<file path="src/sw_reset_pkg.sv">
// Register map, field layout and carrier types for the peripheral software reset block
package sw_reset_pkg;

	localparam int ADDR_W = 12;
	localparam int DATA_W = 32;

	// Register byte offsets
	localparam logic [ADDR_W-1:0] OFS_CAP_MASK_A   = 12'h010;
	localparam logic [ADDR_W-1:0] OFS_CAP_MASK_B   = 12'h014;
	localparam logic [ADDR_W-1:0] OFS_RESET_CTRL_A = 12'h040;
	localparam logic [ADDR_W-1:0] OFS_RESET_CTRL_B = 12'h044;
	localparam logic [ADDR_W-1:0] OFS_DROP_STATUS  = 12'h050;

	// Field positions, first reset register
	localparam int POS_BUS_UNIT_ZERO  = 24;
	localparam int POS_CONVERTER_ZERO = 16;
	localparam int POS_HIBERNATE      = 6;
	localparam int POS_WATCHDOG       = 3;

	// Field positions, second reset register
	localparam int POS_COMPARATOR_ZERO = 24;
	localparam int POS_GP_COUNTER_LO   = 16;
	localparam int POS_TWO_WIRE_ZERO   = 12;
	localparam int POS_SYNC_SERIAL_LO  = 4;
	localparam int POS_UART_LO         = 0;
	localparam int NUM_GP_COUNTER      = 4;
	localparam int NUM_SYNC_SERIAL     = 2;
	localparam int NUM_UART            = 3;

	// Implemented (non-reserved) bits
	localparam logic [DATA_W-1:0] FIELDS_A = 32'h0101_0048;
	localparam logic [DATA_W-1:0] FIELDS_B = 32'h010F_1037;

	// Units present on this build; software reads these as capability masks
	localparam logic [DATA_W-1:0] CAP_MASK_A_VAL = 32'h0101_0048;
	localparam logic [DATA_W-1:0] CAP_MASK_B_VAL = 32'h010F_1037;

	// Values after reset
	localparam logic [DATA_W-1:0] RESET_CTRL_RST = 32'h0000_0000;
	localparam logic [DATA_W-1:0] READ_DATA_RST  = 32'h0000_0000;
	localparam logic [1:0]        DROP_FLAG_RST  = 2'h0;

	// Drop status bit positions
	localparam int POS_DROP_A = 0;
	localparam int POS_DROP_B = 1;
	localparam int NUM_DROP   = 2;

	typedef struct packed {
		logic              wr;
		logic              rd;
		logic [ADDR_W-1:0] addr;
		logic [DATA_W-1:0] wdata;
	} bus_req_type;

	typedef struct packed {
		logic                       bus_unit_zero_reset;
		logic                       converter_zero_reset;
		logic                       hibernate_block_reset;
		logic                       watchdog_reset;
		logic                       comparator_zero_reset;
		logic [NUM_GP_COUNTER-1:0]  gp_counter_reset;
		logic                       two_wire_0_reset;
		logic [NUM_SYNC_SERIAL-1:0] sync_serial_reset;
		logic [NUM_UART-1:0]        uart_reset;
	} unit_resets_type;

endpackage

</file>
<file path="src/masked_ctrl_reg.sv">
// Control register whose writes reach only the bits set in its write mask
`timescale 1ns/1ps
module masked_ctrl_reg
	import sw_reset_pkg::*;
#(
	parameter logic [DATA_W-1:0] WRITE_MASK = 32'h0000_0000
) (
	input  wire logic              ref_clk,
	input  wire logic              rst,
	input  wire logic              wr_en,
	input  wire logic [DATA_W-1:0] wdata,
	output logic      [DATA_W-1:0] value_r,
	output logic                   blocked
);

	logic [DATA_W-1:0] value_nxt;

	// Masked bits keep their stored value, so reserved and absent units stay zero
	always_comb begin
		value_nxt = (value_r & ~WRITE_MASK) | (wdata & WRITE_MASK);
	end

	always_ff @(posedge ref_clk or posedge rst) begin
		if (rst) begin
			value_r <= RESET_CTRL_RST;
		end else if (wr_en) begin
			value_r <= value_nxt;
		end
	end

	// A write that tried to set a bit it may not touch
	assign blocked = wr_en && ((wdata & ~WRITE_MASK) != 32'h0000_0000);

endmodule

</file>
<file path="src/sticky_flags.sv">
// Sticky flags: hardware set, software write-one-to-clear, set beats clear
`timescale 1ns/1ps
module sticky_flags
	import sw_reset_pkg::*;
(
	input  wire logic                ref_clk,
	input  wire logic                rst,
	input  wire logic [NUM_DROP-1:0] set,
	input  wire logic [NUM_DROP-1:0] clear,
	output logic      [NUM_DROP-1:0] flag_r
);

	genvar i;
	generate
		for (i = 0; i < NUM_DROP; i++) begin : g_flag
			always_ff @(posedge ref_clk or posedge rst) begin
				if (rst) begin
					flag_r[i] <= DROP_FLAG_RST[i];
				end else if (set[i]) begin
					flag_r[i] <= 1'b1;
				end else if (clear[i]) begin
					flag_r[i] <= 1'b0;
				end
			end
		end
	endgenerate

endmodule

</file>
<file path="src/peripheral_software_reset_control.sv">
// Software reset control registers driving per-unit peripheral reset lines
//
// Overview of operation
// RULE_01: first register writes gated by first capability mask
// RULE_02: second register writes gated by second capability mask
// RULE_03: first register bit 24 resets bus unit zero
// RULE_04: first register bit 16 resets converter zero
// RULE_05: first register bit 6 resets hibernate block
// RULE_06: first register bit 3 resets watchdog
// RULE_07: second register bit 24 resets comparator zero
// RULE_08: second register bits 19:16 reset counters 3..0
// RULE_09: second register bit 12 resets two-wire unit
// RULE_10: second register bits 5:4 reset serial 1..0
// RULE_11: second register bits 2:0 reset UART 2..0
// RULE_12: reserved bits read-only zero; software preserves them
// RULE_13: both registers clear after system reset
// RULE_14: reset held while bit set, released on clear
//
// Design decision made here: the strobed register port.
`timescale 1ns/1ps
module peripheral_software_reset_control
	import sw_reset_pkg::*;
(
	input  wire logic              ref_clk,
	input  wire logic              rst,
	input  wire logic              wr_stb,
	input  wire logic              rd_stb,
	input  wire logic [ADDR_W-1:0] addr,
	input  wire logic [DATA_W-1:0] wdata,
	output logic      [DATA_W-1:0] rdata,
	output unit_resets_type        unit_resets
);

	bus_req_type       req;
	logic [DATA_W-1:0] ctrl_a;
	logic [DATA_W-1:0] ctrl_b;
	logic              blocked_a;
	logic              blocked_b;
	logic              wr_ctrl_a;
	logic              wr_ctrl_b;
	logic              wr_drop;
	logic [NUM_DROP-1:0] drop_set;
	logic [NUM_DROP-1:0] drop_clear;
	logic [NUM_DROP-1:0] drop_flags;
	logic [DATA_W-1:0] rdata_r;
	logic [DATA_W-1:0] rdata_nxt;

	assign req.wr    = wr_stb;
	assign req.rd    = rd_stb;
	assign req.addr  = addr;
	assign req.wdata = wdata;

	assign wr_ctrl_a = req.wr && (req.addr == OFS_RESET_CTRL_A);
	assign wr_ctrl_b = req.wr && (req.addr == OFS_RESET_CTRL_B);
	assign wr_drop   = req.wr && (req.addr == OFS_DROP_STATUS);

	// Only documented fields of present units are writable
	masked_ctrl_reg #(
		.WRITE_MASK (CAP_MASK_A_VAL & FIELDS_A) // RULE_01
	) u_ctrl_a (
		.ref_clk (ref_clk),
		.rst     (rst),
		.wr_en   (wr_ctrl_a),
		.wdata   (req.wdata),
		.value_r (ctrl_a), // RULE_13
		.blocked (blocked_a)
	);

	masked_ctrl_reg #(
		.WRITE_MASK (CAP_MASK_B_VAL & FIELDS_B) // RULE_02
	) u_ctrl_b (
		.ref_clk (ref_clk),
		.rst     (rst),
		.wr_en   (wr_ctrl_b),
		.wdata   (req.wdata),
		.value_r (ctrl_b), // RULE_13
		.blocked (blocked_b)
	);

	// Records writes whose masked-off bits were dropped, so software can spot a bad RMW
	assign drop_set[POS_DROP_A]   = blocked_a;
	assign drop_set[POS_DROP_B]   = blocked_b;
	assign drop_clear             = wr_drop ? req.wdata[NUM_DROP-1:0] : 2'h0;

	sticky_flags u_drop (
		.ref_clk (ref_clk),
		.rst     (rst),
		.set     (drop_set),
		.clear   (drop_clear),
		.flag_r  (drop_flags)
	);

	// Reset lines follow the stored bits directly: held while set
	assign unit_resets.bus_unit_zero_reset   = ctrl_a[POS_BUS_UNIT_ZERO]; // RULE_03 RULE_14
	assign unit_resets.converter_zero_reset  = ctrl_a[POS_CONVERTER_ZERO]; // RULE_04
	assign unit_resets.hibernate_block_reset = ctrl_a[POS_HIBERNATE]; // RULE_05
	assign unit_resets.watchdog_reset        = ctrl_a[POS_WATCHDOG]; // RULE_06
	assign unit_resets.comparator_zero_reset = ctrl_b[POS_COMPARATOR_ZERO]; // RULE_07
	assign unit_resets.gp_counter_reset      =
		ctrl_b[POS_GP_COUNTER_LO +: NUM_GP_COUNTER]; // RULE_08
	assign unit_resets.two_wire_0_reset      = ctrl_b[POS_TWO_WIRE_ZERO]; // RULE_09
	assign unit_resets.sync_serial_reset     =
		ctrl_b[POS_SYNC_SERIAL_LO +: NUM_SYNC_SERIAL]; // RULE_10
	assign unit_resets.uart_reset            = ctrl_b[POS_UART_LO +: NUM_UART]; // RULE_11

	// Reserved bits never store anything, so they read as zero
	always_comb begin
		rdata_nxt = READ_DATA_RST;
		if (req.rd) begin
			case (req.addr)
				OFS_RESET_CTRL_A: rdata_nxt = ctrl_a & FIELDS_A; // RULE_12
				OFS_RESET_CTRL_B: rdata_nxt = ctrl_b & FIELDS_B; // RULE_12
				OFS_CAP_MASK_A:   rdata_nxt = CAP_MASK_A_VAL;
				OFS_CAP_MASK_B:   rdata_nxt = CAP_MASK_B_VAL;
				OFS_DROP_STATUS:  rdata_nxt = {{(DATA_W-NUM_DROP){1'b0}}, drop_flags};
				default:          rdata_nxt = READ_DATA_RST;
			endcase
		end
	end

	// Read data stand only in the cycle after the strobe
	always_ff @(posedge ref_clk or posedge rst) begin
		if (rst) begin
			rdata_r <= READ_DATA_RST;
		end else begin
			rdata_r <= rdata_nxt;
		end
	end

	assign rdata = rdata_r;

endmodule

</file>
<file path="config.mk">
export PLATFORM = sky130hd
export DESIGN_NAME = peripheral_software_reset_control
export DESIGN_NICKNAME = d
export VERILOG_FILES = /design/src/sw_reset_pkg.sv /design/src/masked_ctrl_reg.sv /design/src/sticky_flags.sv /design/src/peripheral_software_reset_control.sv
export SDC_FILE = /design/constraint.sdc
export NUM_CORES = 1
export LEC_CHECK = 0
export BUFFER_PORTS_ARGS = -buffer_cell sky130_fd_sc_hd__buf_2
export CAP_MARGIN = 20
export CORE_MARGIN = 5
export CORE_UTILIZATION = 43
export CTS_CLUSTER_DIAMETER = 60
export DETAILED_ROUTE_END_ITERATION = 10
export PLACE_DENSITY = 0.8
export SYNTH_ARGS = -nofsm -noshare
export SYNTH_HDL_FRONTEND = slang
export SYNTH_SLANG_ARGS = --single-unit
</file>
<file path="constraint.sdc">
create_clock -name ref_clk -period 1.3 [get_ports ref_clk]
set_clock_uncertainty 0.1 [all_clocks]
set_input_delay 0.065 -clock ref_clk [delete_from_list [all_inputs] [get_ports ref_clk]]
set_output_delay 0.065 -clock ref_clk [all_outputs]
set_load 0.02 [all_outputs]
</file>
After elaboration in Yosys (flattened, before gate mapping)

Cells that the tools add are included.

Equal/unequal tests: 5
Mux-type cells: 7
Bitwise gates (word level): 2
Reduce and logical (&&, ||, !) cells: 9

Operators by type and width:

| operator                                             | count |
|---|---|
| case mux 25 bit (5 select lines)                     | 1 |
| bitwise OR 32 x 25 -> 32 bit                         | 2 |
| nonzero test 32 bit                                  | 2 |
| equality test 12 x 7 -> 1 bit, second input constant | 3 |
| 2-to-1 mux 32 bit                                    | 1 |
| equality test 12 x 5 -> 1 bit, second input constant | 2 |
| logical AND 1 bit                                    | 5 |
| 2-to-1 mux 1 bit                                     | 4 |
| nonzero test 2 bit                                   | 2 |
| 2-to-1 mux 2 bit                                     | 1 |

Flip-flop bits (word level): 98
Input bits: 48
Logic and storage cells: 28

Longest topological paths before layout

Word-level depth: 5
Depth in mapped cells: 6
Depth with buffers taken out: 4

By module

From an unflattened synthesis, not the netlist that was laid out.

Cells, all modules: 196
Area, all modules: 2094.5 sq um

Modules (own cells, without submodules):

| module                            | instances | cells each | area an instance (sq um) |
|---|---|---|---|
| peripheral_software_reset_control | 1         | 88         | 949.7 |
| masked_ctrl_reg at u_ctrl_b       | 1         | 53         | 618.1 |
| masked_ctrl_reg at u_ctrl_a       | 1         | 48         | 450.4 |
| sticky_flags                      | 1         | 7          | 76.3 |

Worst setup path after synthesis

No wires, ideal clock.

Path type: in2reg
Start: in addr[10]
End: reg u_ctrl_b.value_r[0]
Setup time: 0.125 ns
Arrival time: 1.228 ns
Data required time: 1.075 ns
Path slack: -0.153 ns
Stages on the path: 6
Path through: nor4_4 and2_1 buf_4 nand4_4 buf_6 mux2_4

Word-level cells in the longest chain between the ends: 2

Ends and longest elaborated chain:

| what                          | RTL line                                | source |
|---|---|---|
| start: declaration            | peripheral_software_reset_control.sv:28 | `input wire logic [ADDR_W-1:0] addr,` |
| equality test 12 x 7 -> 1 bit | peripheral_software_reset_control.sv:54 | `assign wr_ctrl_b = req.wr && (req.addr == OFS_RESET_CTRL_B);` |
| logical AND 1 bit             | peripheral_software_reset_control.sv:54 |  |
| end signal: assignment        | masked_ctrl_reg.sv:27                   | `value_r <= value_nxt;` |
| end: declaration              | masked_ctrl_reg.sv:12                   | `output logic [DATA_W-1:0] value_r,` |

Every way passes these cells.
A chain may end at the register's enable or synchronous reset.

Final worst setup path

Start: in wdata[17]
End: reg u_drop.flag_r[0]

Word-level cells in the longest chain between the ends: 3

Ends and longest elaborated chain:

| what                                                   | RTL line                                | source |
|---|---|---|
| start: declaration                                     | peripheral_software_reset_control.sv:29 | `input wire logic [DATA_W-1:0] wdata,` |
| nonzero test 32 bit *                                  | masked_ctrl_reg.sv:32                   | `assign blocked = wr_en && ((wdata & ~WRITE_MASK) != 32'h0000_0000);` |
| logical AND 1 bit *                                    | masked_ctrl_reg.sv:32                   |  |
| 2-to-1 mux 1 bit or nonzero test 2 bit (tied branches) | n/a                                     |  |
| end signal: indexed assignment                         | sticky_flags.sv:18                      | `flag_r[i] <= DROP_FLAG_RST[i];` |
| end: declaration                                       | sticky_flags.sv:10                      | `output logic [NUM_DROP-1:0] flag_r` |

Every way passes the cells marked *; elsewhere a longest branch is shown, timed or not.

==> summary.txt <==
Worst setup path
  • WP data arrival: 1400 ps
  • Crit-path max FO: 2
  • Setup crit start kind: primary input
  • Data required, critical path: about 1400 ps
  • Crit. End Element: flip-flop
  • Crit Path Category: in2reg

Layout
  • FF+latch area: 750.7 um^2
  • # diodes: 0
  • Share of layout cells above drive strength 1: 52.63%
  • Most common cell after layout, fill and taps aside: buf_2
  • Commonest cells after routing, fill and taps aside: buf_2 (73), dfrtp_1 (30), buf_4 (23), conb_1 (19), dlygate4sd3_1 (15)
  • Post-route cell area: 2292 um^2
  • Final Util: 67.11%
  • Area of the multi-input gates: 708.2 um^2
  • Area growth, synth to finish: 48.22%
  • Filler cells: 265
  • Nets: 296

GRT
  • First-pass GRT wire length: roughly 6800 um
  • Antenna violations before repair: 0
  • GRT Total Usage: between 10% and 20%
  • Total gr overflow: 0
  • Vias in the first global route: roughly 1600
  • Largest net degree at the start of global routing: 31

STA
  • Setup-failing EPs final: 0
  • Fin crit period: approximately 1300 ps
  • Final Worst Setup Slack: 25.27 ps
  • Worst hold slack: 21.09 ps
  • Fmax achieved: around 780 MHz
  • Slew Viols, Final: 0
  • RSZ-0062 raised after global routing: no
  • Final Cycle Share: between 90% and 100%
  • Fin. Hold Viols: 0

Clocking
  • Clk pin slew, worst setup/hold paths: ~90 ps
  • Clk_lat worst skew: about 330 ps
  • Max Root-Sink Buffers: 2
  • Clock sink count: 30
  • CTS tree: done
  • Total CTS buffers: 5
  • Post-CTS Setup Inserts: 0
  • Clock tree root driver cell: clkbuf_4
  • H-tree depth: 2

Floorplan
  • Initial Util: about 45%
  • FP Rows: 21
  • Die Ht: between 60 and 70 um
  • Core area: 3416 um^2
  • Die Area: 4896 um^2
  • Die width: 69.97 um
  • Top-level I/O count: 95

Detailed routing
  • Final WL: 4219 um
  • DR vias: about 1500
  • Post-DR vias/cell: 4.980
  • Initial DRC count: 54
  • Drt first pass iters: 4
  • Antenna Nets Post-Route: 0
  • # DRC: 0
  • DR WL/cell: roughly 14 um

Synth
  • Post-synthesis sequential area ratio: about half
  • Mean area per synthesized cell: between 10 and 15 um^2
  • Syn Inst Count: 134
  • Yosys reg bits: 30
  • Synth cell types: 30
  • Synth warnings: 0
  • Mapped cell area: 1546 um^2

Pwr
  • Int Power: 1295 uW
  • Net Sw Frac: 25.68%
  • Peak supply drop: 0.3830 mV
  • Sw power: about 450 uW
  • Power Density: 760.1 nW/um^2
  • Clock Power Share: a little under a third
  • Leakage power total: 0.001234 uW
  • Gate power share: 15.0%
  • Seq pwr share: 53.8%

Status
  • Outcome: finished, final reports clean

Worst hold path
  • Hold WC Path Type: in2reg

Place
  • PortBufs: 75
  • Setup slack after placement: -327.1 ps
  • Gpl congestion: 0.8152
  • Post-DP HPWL: 3185 um
  • Area after DPL: 2064 um^2

Flow run
  • Max-Cap Viols: 0
[flip-flops by register name, indices dropped and copies added, names as in the netlist]
name              count
rdata                13
u_ctrl_b.value_r     11
u_ctrl_a.value_r      4
u_drop.flag_r         2
[worst paths after layout]
path	start	to	slack [ps]	depth (start not counted)
worst max-delay path	wdata[17]	u_drop.flag_r[0]	30	5
max in group asynchronous	rst	rdata[3]	590	4
worst max register to register	u_ctrl_b.value_r[16]	rdata[16]	220	3
worst min register to register	u_drop.flag_r[0]	u_drop.flag_r[0]	410	1
worst min-delay path	wdata[0]	u_drop.flag_r[0]	20	3
min in group asynchronous	rst	rdata[24]	240	4
[logic make-up after synthesis]
kind of cell / after synthesis / share of synthesized area (%)
AOI/OAI and AO/OA: 17 / 6.473
buffers and inverters: 25 / 11.57
and+or+nand+nor: 44 / 18.61
muxes: 17 / 14.56
DFF: 30 / 48.54
other: 1 / 0.2425
[critical path, stage by stage]
cell	delay, ps
dlygate4sd3_1	580
nor2_2	110
nand3_2	80
or3_1	370
a22o_1	200
[stage by stage]
step                total power, uW  std cells  setup TNS [ps]
detailed placement             1174        273           -6871
finish                         1742        293               0
global placement               1170        273           -5997
floorplan                      1093        152           -1874
CTS                            1748        295               0
global route                   1818        293               0
[power by group through the flow]
stage                     combinational, uW  sequential (uW)  clock (uW)
after floorplan                         136              958           0
after global placement                  214              955           0
after detailed placement                219              955           0
after CTS                               256              937         555
after global routing                    284              937         597
final                                   261              937         544
[cells in the mapped netlist]
library cell / count / area [um^2]
and2_1: 1 / 6.260
a31oi_1: 1 / 6.260
nor3_1: 4 / 20.02
buf_6: 1 / 11.26
a22oi_1: 1 / 7.510
nor2_2: 1 / 6.260
or3_1: 1 / 6.260
o2bb2ai_1: 1 / 8.760
nand3_1: 3 / 15.01
buf_4: 20 / 150.1
nor4b_2: 1 / 15.01
nor4b_4: 1 / 23.77
a21oi_1: 12 / 60.06
a22o_1: 1 / 8.760
and4_1: 1 / 8.760
inv_1: 1 / 3.750
clkbuf_1: 1 / 3.750
o311ai_1: 1 / 8.760
conb_1: 1 / 3.750
mux2_4: 9 / 135.1
mux2_2: 8 / 90.09
buf_2: 2 / 10.01
nand2_1: 13 / 48.80
nand4_1: 3 / 18.77
nand4b_1: 1 / 8.760
nor4_4: 1 / 21.27
nor2_1: 3 / 11.26
dfrtp_1: 30 / 750.7
nand4_4: 1 / 21.27
nor4_1: 9 / 56.30
[per-layer routing]
metal  wire (um)  global-route usage (%)
met1        1553                   18.33
met2        2119                   32.42
met3         450                   6.743
met4          96                   6.809
met5           0                       0
[repair_timing]
item                       in CTS  in global routing
resized for setup               0                  6
hold endpoints to repair       48                  0
hold buffers                   16                  0
setup endpoints to repair       0                  8
[area by class of cell]
type | instances | area share [%]
clock buffers | 6 | 2.238
inverters | 1 | 0.1638
repair buffers | 113 | 31.44
flip-flops and latches | 30 | 32.75
well taps | 46 | 2.511
multi-input cells | 97 | 30.90
No activity file was read; power rests on OpenSTA's default activity.
